`src/logic/arsxs_defs.svh`:
```
// Constants for the rotate/subtract/xor/swap datapath slice.
// Assumes inclusion by bare name from the package and the datapath module.
`ifndef ARSXS_DEFS_SVH
`define ARSXS_DEFS_SVH

`define ARSXS_DATA_W      8
`define ARSXS_ADDR_W      7
`define ARSXS_NIB_LO_MSB  3
`define ARSXS_NIB_HI_LSB  4
`define ARSXS_DEST_ACC    1'b0
`define ARSXS_DEST_FILE   1'b1
`define ARSXS_ACC_RST     8'h00
`define ARSXS_FLAG_RST    1'b0

`endif

```
`src/logic/arsxs_pkg.sv`:
```
// Types shared by the datapath slice and its bench.
// Assumes arsxs_defs.svh is on the include path.
package arsxs_pkg;
  `include "arsxs_defs.svh"

  typedef enum logic [5:0] {
    ARSXS_OP_ROTATE_RIGHT_THROUGH_CARRY  = 6'b00_0001,
    ARSXS_OP_SUBTRACT_ACC_FROM_IMMEDIATE = 6'b00_0010,
    ARSXS_OP_SUBTRACT_ACC_FROM_FILE      = 6'b00_0100,
    ARSXS_OP_XOR_ACC_WITH_FILE           = 6'b00_1000,
    ARSXS_OP_NIBBLE_EXCHANGE             = 6'b01_0000,
    ARSXS_OP_XOR_IMMEDIATE_INTO_ACC      = 6'b10_0000
  } arsxs_op_t;

  // One issued instruction
  typedef struct packed {
    arsxs_op_t                  op;
    logic [`ARSXS_DATA_W-1:0]   imm;
    logic [`ARSXS_ADDR_W-1:0]   faddr;
    logic                       dest;
    logic [`ARSXS_DATA_W-1:0]   fdata;
  } arsxs_req_t;

  // Status flags
  typedef struct packed {
    logic carry;
    logic half_carry_flag;
    logic zero;
  } arsxs_flags_t;

  // Write-back to the file register
  typedef struct packed {
    logic                       we;
    logic [`ARSXS_ADDR_W-1:0]   addr;
    logic [`ARSXS_DATA_W-1:0]   data;
  } arsxs_fwr_t;
endpackage

```
`src/logic/arsxs_alu.sv`:
```
// Datapath slice: rotate right through carry, two subtracts, two xors, swap.
// Assumes decode presents one instruction per cycle with the file operand already read,
// and that the register file applies the write-back port one cycle later.
`timescale 1ns/10ps
`include "arsxs_defs.svh"

// Behaviour
// - Rotate right: old carry into bit 7, bit 0 into carry, only carry changes.
// - File address 0..127; destination 0 is accumulator, 1 is the file register.
// - Immediate minus accumulator into accumulator; carry, half carry mean no borrow.
// - File minus accumulator to destination; carry, half carry mean no borrow.
// - Accumulator xor file to destination; only zero flag updates.
// - Swap nibbles of file operand to destination; no flags change.
// - Accumulator xor immediate into accumulator; only zero flag updates.
module arsxs_alu (
  // Clock and reset
  input  wire logic                     clk_sys,
  input  wire logic                     reset_n,
  // Instruction in
  input  wire logic                     req_valid,
  input  wire arsxs_pkg::arsxs_req_t    req,
  // Architectural state out
  output logic [`ARSXS_DATA_W-1:0]      acc,
  output arsxs_pkg::arsxs_flags_t       flags,
  output arsxs_pkg::arsxs_fwr_t         file_wr
);
  import arsxs_pkg::*;

  // ----------------------------------------------------------------
  // Declarations
  // ----------------------------------------------------------------
  // Architectural state and its next values
  logic [`ARSXS_DATA_W-1:0]     acc_r;
  logic [`ARSXS_DATA_W-1:0]     acc_nxt;
  arsxs_flags_t                 flags_r;
  arsxs_flags_t                 flags_nxt;
  arsxs_fwr_t                   fwr_r;
  arsxs_fwr_t                   fwr_nxt;

  // Decoded strobes
  logic                         do_rot;
  logic                         do_subl;
  logic                         do_subf;
  logic                         do_xorf;
  logic                         do_swap;
  logic                         do_xorl;
  logic                         do_any;
  logic                         use_imm;
  logic                         to_acc;
  logic                         upd_borrow;
  logic                         upd_zero;

  // Operand and per-bit datapath
  logic [`ARSXS_DATA_W-1:0]     opnd;
  logic [`ARSXS_DATA_W-1:0]     diff;
  logic [`ARSXS_DATA_W:0]       borrow;
  logic [`ARSXS_DATA_W-1:0]     xored;
  logic [`ARSXS_DATA_W-1:0]     rotated;
  logic [`ARSXS_DATA_W-1:0]     swapped;
  logic [`ARSXS_DATA_W-1:0]     result;
  logic                         res_zero;

  // ----------------------------------------------------------------
  // Operation decode
  // ----------------------------------------------------------------
  // A code that is not one-hot raises no strobe, so the instruction is dropped
  always_comb begin
    do_rot  = 1'b0;
    do_subl = 1'b0;
    do_subf = 1'b0;
    do_xorf = 1'b0;
    do_swap = 1'b0;
    do_xorl = 1'b0;
    if (req_valid) begin
      unique case (req.op)
        ARSXS_OP_ROTATE_RIGHT_THROUGH_CARRY: begin
          do_rot = 1'b1;
        end
        ARSXS_OP_SUBTRACT_ACC_FROM_IMMEDIATE: begin
          do_subl = 1'b1;
        end
        ARSXS_OP_SUBTRACT_ACC_FROM_FILE: begin
          do_subf = 1'b1;
        end
        ARSXS_OP_XOR_ACC_WITH_FILE: begin
          do_xorf = 1'b1;
        end
        ARSXS_OP_NIBBLE_EXCHANGE: begin
          do_swap = 1'b1;
        end
        ARSXS_OP_XOR_IMMEDIATE_INTO_ACC: begin
          do_xorl = 1'b1;
        end
        default: begin
          // Illegal code: nothing is executed
          do_rot = 1'b0;
        end
      endcase
    end
  end

  always_comb begin
    do_any     = do_rot | do_subl | do_subf | do_xorf | do_swap | do_xorl;
    // Literal forms never carry a destination select
    use_imm    = do_subl | do_xorl;
    to_acc     = use_imm | (req.dest == `ARSXS_DEST_ACC);
    upd_borrow = do_subl | do_subf;
    upd_zero   = do_subl | do_subf | do_xorf | do_xorl;
  end

  // ----------------------------------------------------------------
  // Per-bit datapath
  // ----------------------------------------------------------------
  // One borrow chain serves both subtracts; the borrow out of bit 3 gives
  // the half carry without a second, narrow subtractor.
  assign opnd      = use_imm ? req.imm : req.fdata;
  assign borrow[0] = 1'b0;

  for (genvar i = 0; i < `ARSXS_DATA_W; i++) begin : g_bit
    // Operand minus accumulator, one bit at a time
    assign diff[i]     = opnd[i] ^ acc_r[i] ^ borrow[i];
    assign borrow[i+1] = (~opnd[i] & acc_r[i]) | (~(opnd[i] ^ acc_r[i]) & borrow[i]);
    assign xored[i]    = acc_r[i] ^ opnd[i];
  end

  // Rotate and swap are pure wiring of the file operand, plus the carry flag for rotate
  assign rotated = {flags_r.carry, req.fdata[`ARSXS_DATA_W-1:1]};
  assign swapped = {req.fdata[`ARSXS_NIB_LO_MSB:0],
                    req.fdata[`ARSXS_DATA_W-1:`ARSXS_NIB_HI_LSB]};

  // ----------------------------------------------------------------
  // Result select
  // ----------------------------------------------------------------
  always_comb begin
    result = '0;
    if (do_rot) begin
      result = rotated;
    end else if (upd_borrow) begin
      result = diff;
    end else if (do_xorf || do_xorl) begin
      result = xored;
    end else if (do_swap) begin
      result = swapped;
    end
    res_zero = (result == '0);
  end

  // ----------------------------------------------------------------
  // Accumulator
  // ----------------------------------------------------------------
  always_comb begin
    acc_nxt = acc_r;
    if (do_any && to_acc) begin
      acc_nxt = result;
    end
  end

  always_ff @(posedge clk_sys or negedge reset_n) begin
    if (!reset_n) begin
      acc_r <= `ARSXS_ACC_RST;
    end else begin
      acc_r <= acc_nxt;
    end
  end

  // ----------------------------------------------------------------
  // Status flags
  // ----------------------------------------------------------------
  // Swap touches no flag, rotate only carry, the two xors only zero.
  always_comb begin
    flags_nxt = flags_r;
    if (do_rot) begin
      flags_nxt.carry = req.fdata[0];
    end
    if (upd_borrow) begin
      // Carry and half carry read as no borrow
      flags_nxt.carry           = ~borrow[`ARSXS_DATA_W];
      flags_nxt.half_carry_flag = ~borrow[`ARSXS_NIB_HI_LSB];
    end
    if (upd_zero) begin
      flags_nxt.zero = res_zero;
    end
  end

  always_ff @(posedge clk_sys or negedge reset_n) begin
    if (!reset_n) begin
      flags_r.carry           <= `ARSXS_FLAG_RST;
      flags_r.half_carry_flag <= `ARSXS_FLAG_RST;
      flags_r.zero            <= `ARSXS_FLAG_RST;
    end else begin
      flags_r <= flags_nxt;
    end
  end

  // ----------------------------------------------------------------
  // File register write-back
  // ----------------------------------------------------------------
  // A one-cycle strobe; the register file owns storage and the read path.
  // Limitation: no forwarding here, so decode must hand over fresh file data
  // when an instruction reads the address that the previous one wrote.
  always_comb begin
    fwr_nxt = '0;
    if (do_any && !to_acc) begin
      fwr_nxt.we   = 1'b1;
      fwr_nxt.addr = req.faddr;
      fwr_nxt.data = result;
    end
  end

  always_ff @(posedge clk_sys or negedge reset_n) begin
    if (!reset_n) begin
      fwr_r <= '0;
    end else begin
      fwr_r <= fwr_nxt;
    end
  end

  // ----------------------------------------------------------------
  // Outputs
  // ----------------------------------------------------------------
  assign acc     = acc_r;
  assign flags   = flags_r;
  assign file_wr = fwr_r;
endmodule

```
`config.mk`:
```
export PLATFORM = sky130hd
export DESIGN_NAME = arsxs_alu
export DESIGN_NICKNAME = d
export VERILOG_FILES = /design/src/logic/arsxs_pkg.sv /design/src/logic/arsxs_alu.sv
export VERILOG_INCLUDE_DIRS = /design/src /design/src/logic
export SDC_FILE = /design/constraint.sdc
export NUM_CORES = 1
export LEC_CHECK = 0
export ABC_AREA = 1
export ABC_CLOCK_PERIOD_IN_PS = 10250
export BUFFER_PORTS_ARGS = -buffer_cell sky130_fd_sc_hd__buf_4
export CAP_MARGIN = 20
export CORE_ASPECT_RATIO = 1.75
export CORE_MARGIN = 8
export CORE_UTILIZATION = 57
export CTS_BUF_LIST = sky130_fd_sc_hd__clkbuf_4
export CTS_CLUSTER_DIAMETER = 80
export DETAILED_ROUTE_END_ITERATION = 6
export GPL_TIMING_DRIVEN = 0
export PLACE_DENSITY = 0.95
export RECOVER_POWER = 25
export SETUP_SLACK_MARGIN = 0.1
export SYNTH_ARGS = -nofsm -noshare
export SYNTH_HDL_FRONTEND = slang
export SYNTH_SLANG_ARGS = --single-unit
```
`constraint.sdc`:
```
create_clock -name clk_sys -period 10.25 [get_ports clk_sys]
set_clock_uncertainty 0.2 [all_clocks]
set_input_delay 0.5125 -clock clk_sys [delete_from_list [all_inputs] [get_ports clk_sys]]
set_output_delay 0.5125 -clock clk_sys [all_outputs]
set_load 0.005 [all_outputs]
```
==> metrics.txt, run 1 <==
Post-CTS Resized 0; DPL Wire Length 3970 µm; Power Density roughly 90 mW/mm²; CP max FO 10; Vias 1779; CTS HTree Levels 1; fin nets roughly 360; WL per Instance roughly 14 µm; first-pass GRT wire length roughly 7900 µm; clock latency on the worst-skew pair roughly 340 ps; Min Clock Period, post-route between 5000 and 6000 ps; pin count of the biggest net entering global routing 28; Max-Cap Viols 0; DR vias/cell about 5; Starting DRT DRC Count 70; Final period util about half; Synth Warn # 0; Worst Hold Launch req[12]; Die ar. ~0.0055 mm²; Worst Path Arrival 5150 ps; CTS clk-pin slew, worst paths around 160 ps; num rows 27; Fmax a little under 200 MHz; placeable core area approximately 0.0031 mm²; root buf cell clkbuf_4; vias in the first global route 1830; final instance area ~0.0024 mm²; Ports 60; drt first pass iters 4; grt met2 use about a third; R2R setup slack between 5000 and 6000 ps; layout cells sized above 1 roughly a third; hold crit path type input port to register; Slew @ Worst Pin 1420 ps; Sink Count 27; register area share after synthesis a little over a third; R2R Path End flags[0]; hold path endpoint file_wr[11]; Fin. Hold Viols 0; Reg area 676 µm²; CTS Buf Count 3; area growth from synthesis to layout 28.4%; Post-Synthesis Cells roughly 240; syn nets between 200 and 300; Final Slew Violations 0; M1 GR Usage between 10% and 20%; Seq cells post-synth 27; synth unique cells 24; Synth Area per Inst 7.77 µm²; Worst VDD drop 0.0848 mV; CTS max path bufs 2; multi-input logic area 956 µm²; grt ovf 0; final wirelength slightly below 5000 µm; CP Launch Type input port; Starting Density about 60%; critical path capture point type register; antenna-violating nets left 0; Final setup violation count 0; Netlist Area Pre-Place around 0.0019 mm²; CTS tree yes; DRC viols 0; DP Area between 0.002 and 0.0025 mm²; max_slew headroom around 5.5%; ANT cells 0; worst path required time 10340 ps; busiest layer in global routing met2; routing usage on met3 under 10%; hold path depth 3; FILL cells ~240; unrepaired setup endpoints after global routing false; antenna violations before repair 0; FF-to-FF Start acc[0]; WS Path Type input port to register; chip height 92.0 µm; P_leak approximately 1.4 nW; Total GRT Usage a little under a fifth; gp weighted congestion around 0.95; worst reg-to-reg path cell count 14; status completed; Buffers on Ports 59; setup_tns 0 ps; Die X 59.4 µm
-- worst max-delay path: stages --
cell	delay, ps
buf_4	130
nand2_1	60
nor2_1	40
nand3_1	100
inv_1	80
nor2_4	200
inv_2	80
buf_6	150
nand2_1	60
o21ai_0	150
fa_1	450
fa_1	410
fa_1	450
fa_1	460
fa_1	420
fa_1	420
fa_1	440
nand2_1	80
nand4_1	160
nor2_1	140
nand3_1	80
nand2_1	60
-- what timing repair did --
item,CTS,global route
setup buffers,0,0
endpoints found under the hold margin,27,0
hold buffers,1,0
-- through the flow --
| stage | std cells | worst slack (ps) | total power [mW] | hold slack [ps] | utilization, % |
|---|---|---|---|---|---|
| after detailed placement | 344 | 4920 | 0.172 | 242 | 75.6 |
| after global placement | 344 | 4940 | 0.170 | 238 | 75.6 |
| after floorplan | 242 | 5450 | 0.143 | 16.9 | - |
| after global routing | 349 | 5000 | 0.230 | 174 | 76.8 |
| after CTS | 349 | 5220 | 0.219 | 171 | 76.9 |
| final | 349 | 5200 | 0.219 | 164 | 76.8 |
-- cells in the final DEF, fill, tap and decap left out, types with 4 or more instances in the layout --
cell type / netlist / routed
nand3_1: 8 / 8
fa_1: 7 / 7
nor2_1: 31 / 31
buf_4: 0 / 58
dfrtp_1: 27 / 27
nand2_4: 4 / 4
nand2_2: 7 / 7
inv_2: 5 / 5
inv_1: 52 / 52
o21ai_0: 14 / 14
nor2_2: 6 / 6
ha_1: 8 / 8
nand2_1: 51 / 51
-- final cells by class --
| cell class | count | area share (%) |
|---|---|---|
| multi-input combinational | 155 | 39.6 |
| clock inverter | 1 | 0.311 |
| timing repair buffer | 60 | 18.6 |
| tap | 43 | 2.23 |
| buffer | 3 | 1.40 |
| clock buffer | 3 | 0.934 |
| inverter | 57 | 8.87 |
| sequential | 27 | 28.0 |
-- sequential cells by signal, indices dropped and copies added (netlist names) --
| register | cells |
|---|---|
| acc | 8 |
| flags | 3 |
| file_wr | 16 |
-- synth_stat cells --
cell       count  area (µm²)
a21oi_1        1        5.00
buf_6          3        33.8
dfrtp_1       27         676
fa_1           7         140
ha_1           8         100
inv_1         52         195
inv_2          5        18.8
mux2_2         1        11.3
mux2i_1        1        10.0
nand2_1       51         191
nand2_2        7        43.8
nand2_4        4        45.0
nand3_1        8        40.0
nand3_2        3        30.0
nand3_4        1        17.5
nand4_1        1        6.26
nor2_1        31         116
nor2_2         6        37.5
nor2_4         3        33.8
o2111ai_1      1        8.76
o21ai_0       14        70.1
o21ai_1        3        15.0
o21ai_2        3        26.3
o31ai_1        1        7.51
-- report_power, final --
group | internal [mW] | total, mW | leakage, nW | switching, mW
Sequential | 0.113 | 0.117 | 0.368 | 0.00469
Clock | 0.0150 | 0.0491 | 0.0139 | 0.0341
Combinational | 0.0265 | 0.0526 | 1.04 | 0.0262
-- per-layer routing --
metal  part of all wire (%)  vias up
met5                      0        -
met4                    4.0        0
met3                    7.0       17
met2                     56       80
met1                     33      840
li1                       -      842
-- how the worst max path moves through the flow --
stage,start,end,cells past startpoint
after floorplan,req[29],flags[0],21
after global placement,req_valid,flags[0],22
after detailed placement,req_valid,flags[0],22
after CTS,req_valid,flags[0],22
after global routing,req_valid,flags[0],22
final,req_valid,flags[0],22
-- cell families after synthesis --
group / after synthesis / share of synthesized area (%)
compound gates: 23 / 7.06
fa+ha+maj: 15 / 12.8
buf+inv: 60 / 13.2
flops: 27 / 36.0
mux: 2 / 1.13
simple gates: 115 / 29.9
Power figures use the tool's default switching activity.
==> run 2, diff against run 1 <==
--- a/config.mk
+++ b/config.mk
@@ -7,17 +7,17 @@
 export NUM_CORES = 1
 export LEC_CHECK = 0
 export ABC_AREA = 1
-export ABC_CLOCK_PERIOD_IN_PS = 10250
+export ABC_CLOCK_PERIOD_IN_PS = 5160
 export BUFFER_PORTS_ARGS = -buffer_cell sky130_fd_sc_hd__buf_4
 export CAP_MARGIN = 20
 export CORE_ASPECT_RATIO = 1.75
 export CORE_MARGIN = 8
-export CORE_UTILIZATION = 57
+export CORE_UTILIZATION = 53
 export CTS_BUF_LIST = sky130_fd_sc_hd__clkbuf_4
 export CTS_CLUSTER_DIAMETER = 80
 export DETAILED_ROUTE_END_ITERATION = 6
 export GPL_TIMING_DRIVEN = 0
-export PLACE_DENSITY = 0.95
+export PLACE_DENSITY = 0.92
 export RECOVER_POWER = 25
 export SETUP_SLACK_MARGIN = 0.1
 export SYNTH_ARGS = -nofsm -noshare
==> constraint.sdc (replaced) <==
create_clock -name clk_sys -period 5.16 [get_ports clk_sys]
set_clock_uncertainty 0.2 [all_clocks]
set_input_delay 0.258 -clock clk_sys [delete_from_list [all_inputs] [get_ports clk_sys]]
set_output_delay 0.258 -clock clk_sys [all_outputs]
set_load 0.005 [all_outputs]
==> run 2 against run 1 <==
  * Setup slack got worse by 4800 ps
  * Utilization down 3.7 points
  * First-iteration DRC count is 8.6% lower
  * Wire length fell by 0.52%
  * Highest routed layer unchanged
==> metrics.txt, run 2 (synthesis results as in run 1) <==
cell mode on critical path fa_1; Die ar. 0.00578 mm² (+5.9%); Worst Hold Launch req[8]; hold path depth 3 (unchanged); most common cell after layout, fill and taps aside buf_4; most frequent cells in the layout buf_4 (58), inv_1 (52), nand2_1 (51); max reg flops 16 (unchanged); Starting DRT DRC Count 64 (-8.6%); Starting Density 55.3% (-4.5 points); CTS clk-pin slew, worst paths 140 ps (-20 ps); Fin. Hold Viols 0 (unchanged); final instance area 0.00248 mm² (+3.0%); Post-CTS Setup Inserts 0 (unchanged); gp weighted congestion 0.891 (-6.0%); DPL Wire Length 4030 µm (+1.7%); antenna-violating nets left 0 (unchanged); placeable core area 0.00340 mm² (+8.2%); CTS Buf Count 3 (unchanged); pin count of the biggest net entering global routing 28 (unchanged); area growth from synthesis to layout 32.2%; antenna violations before repair 0 (unchanged); Final period util around 93%; Final Slew Violations 0 (unchanged); unrepaired setup endpoints after global routing false; DR vias/cell 4.82 (-5.4%); setup_tns 0 ps (unchanged); Worst Path Arrival 4880 ps (-270 ps); R2R setup slack 810 ps (-5080 ps); Sink Count 27 (unchanged); Vias 1726 (-3.0%); Fmax between 200 and 250 MHz; chip height 94.8 µm (+3.1%); multi-input logic area 956 µm² (unchanged); status completed; layout cells sized above 1 31.3% (-0.72 points); slowest stage cell, crit path fa_1; CTS max path bufs 2 (unchanged); WS Path Type input port to register; grt ovf 0 (unchanged); R2R Path End flags[0]; clock latency on the worst-skew pair 340 ps (about the same); final wirelength 4810 µm (-0.52%); Worst VDD drop 0.145 mV (+71%); fin nets 362 (+2.0%); Power Density 177 mW/mm² (+95%); placed insts 346 (+0.58%); ANT cells 0 (unchanged); first-pass GRT wire length 7690 µm (-2.8%); Min Clock Period, post-route 4790 ps; Total GRT Usage 17.5% (-0.74 points); P_leak 1.45 nW (+2.1%); FILL cells 259 (+9.3%); CTS HTree Levels 1 (unchanged); DRC viols 0 (unchanged); hold crit path type input port to register; CP Launch Type input port; WL per Instance 13.4 µm (-3.0%); Buffers on Ports 59 (unchanged); CTS tree yes; FF-to-FF Start acc[0]; drt first pass iters 6 (+2); Max-Cap Viols 0 (unchanged); worst reg-to-reg path cell count 14 (unchanged); critical path capture point type register; Ports 60 (unchanged); worst path required time 5250 ps (-5090 ps); Post-CTS Resized 0 (unchanged); hold path endpoint file_wr[11]; crit-path cells buf_4, nand2_1, nor2_1, nand3_1, inv_1, nor2_4, inv_2, buf_6, nand2_1, o21ai_0, fa_1, fa_1, fa_1, fa_1, fa_1, fa_1, fa_1, nand2_1, nand4_1, nor2_1, nand3_1, nand2_1; DP Area 0.00238 mm² (+0.11%); Reg area 676 µm² (unchanged); Design Power 0.440 mW (+100%); Final setup violation count 0 (unchanged); num rows 28 (+3.7%); CP max FO 10 (unchanged); root buf cell clkbuf_4; max incr delay on CP 470 ps (about the same); vias in the first global route 1775 (-3.0%); max_slew headroom 5.88% (+0.34 points); Die X 61.0 µm (+2.7%); Slew @ Worst Pin 1410 ps (-5.10 ps); non-filler cells, final 358 (+2.6%)
==> run 2: cell count changes in the layout (fill, tap and decap cells not counted) <==
cell / before / now
dlygate4sd3_1: 1 / 8
==> run 2: repair_timing <==
action | in CTS | in global routing
endpoints found under the setup margin | 0 | 0
endpoints found under the hold margin | 34 | 0
hold buffers | 8 | 0
==> run 2: how the worst max path moves through the flow <==
| stage | start | to | slack (ps) | cells after the start |
|---|---|---|---|---|
| final | req_valid | flags[0] | 370 | 22 |
| after global routing | req_valid | flags[0] | 150 | 22 |
| after CTS | req_valid | flags[0] | 390 | 22 |
| after detailed placement | req_valid | flags[0] | 50 | 22 |
| after global placement | req_valid | flags[0] | 120 | 22 |
| after floorplan | req[29] | flags[0] | 610 | 21 |
==> run 2: layout make-up <==
| class | instances | share of cell area, % |
|---|---|---|
| multi-input cells | 155 | 38.5 |
| clock buffers | 3 | 0.906 |
| flip-flops and latches | 27 | 27.2 |
| repair buffers | 67 | 20.9 |
| well taps | 45 | 2.27 |
| plain buffers | 3 | 1.36 |
| inverters | 57 | 8.61 |
| clock inverters | 1 | 0.302 |
==> run 2: worst max-delay path: cells and delay by family <==
kind,cells,cell delay (ps)
adders and majority gates,7,2980
AOI/OAI and AO/OA,1,150
buffers and inverters,4,460
and+or+nand+nor,10,1040
==> run 2: stage by stage <==
stage / hold slack [ps] / utilization (%) / setup WS [ps]
detailed placement: -9.16 / 70.0 / 50.7
finish: 28.7 / 73.1 / 368
CTS: 24.1 / 73.2 / 386
global route: 28.1 / 73.1 / 153
floorplan: -238 / - / 612
global placement: -17.0 / 70.0 / 115
==> run 2: per-layer routing <==
| layer | wire length, µm | part of all wire [%] | GRT usage (%) | up-vias |
|---|---|---|---|---|
| li1 | - | - | - | 854 |
| met5 | 0 | 0 | 0 | - |
| met2 | 2680 | 56 | 31.9 | 75 |
| met4 | 175 | 3.6 | 9.20 | 0 |
| met3 | 294 | 6.1 | 1.77 | 17 |
| met1 | 1660 | 34 | 18.7 | 780 |
==> run 2: power breakdown <==
| group | internal (mW) | leakage (nW) | switching [mW] | total [mW] |
|---|---|---|---|---|
| registers | 0.224 | 0.368 | 0.0112 | 0.235 |
| clock network | 0.0298 | 0.0139 | 0.0656 | 0.0954 |
| logic | 0.0561 | 1.06 | 0.0532 | 0.109 |
| total | 0.310 | 1.45 | 0.130 | 0.440 |
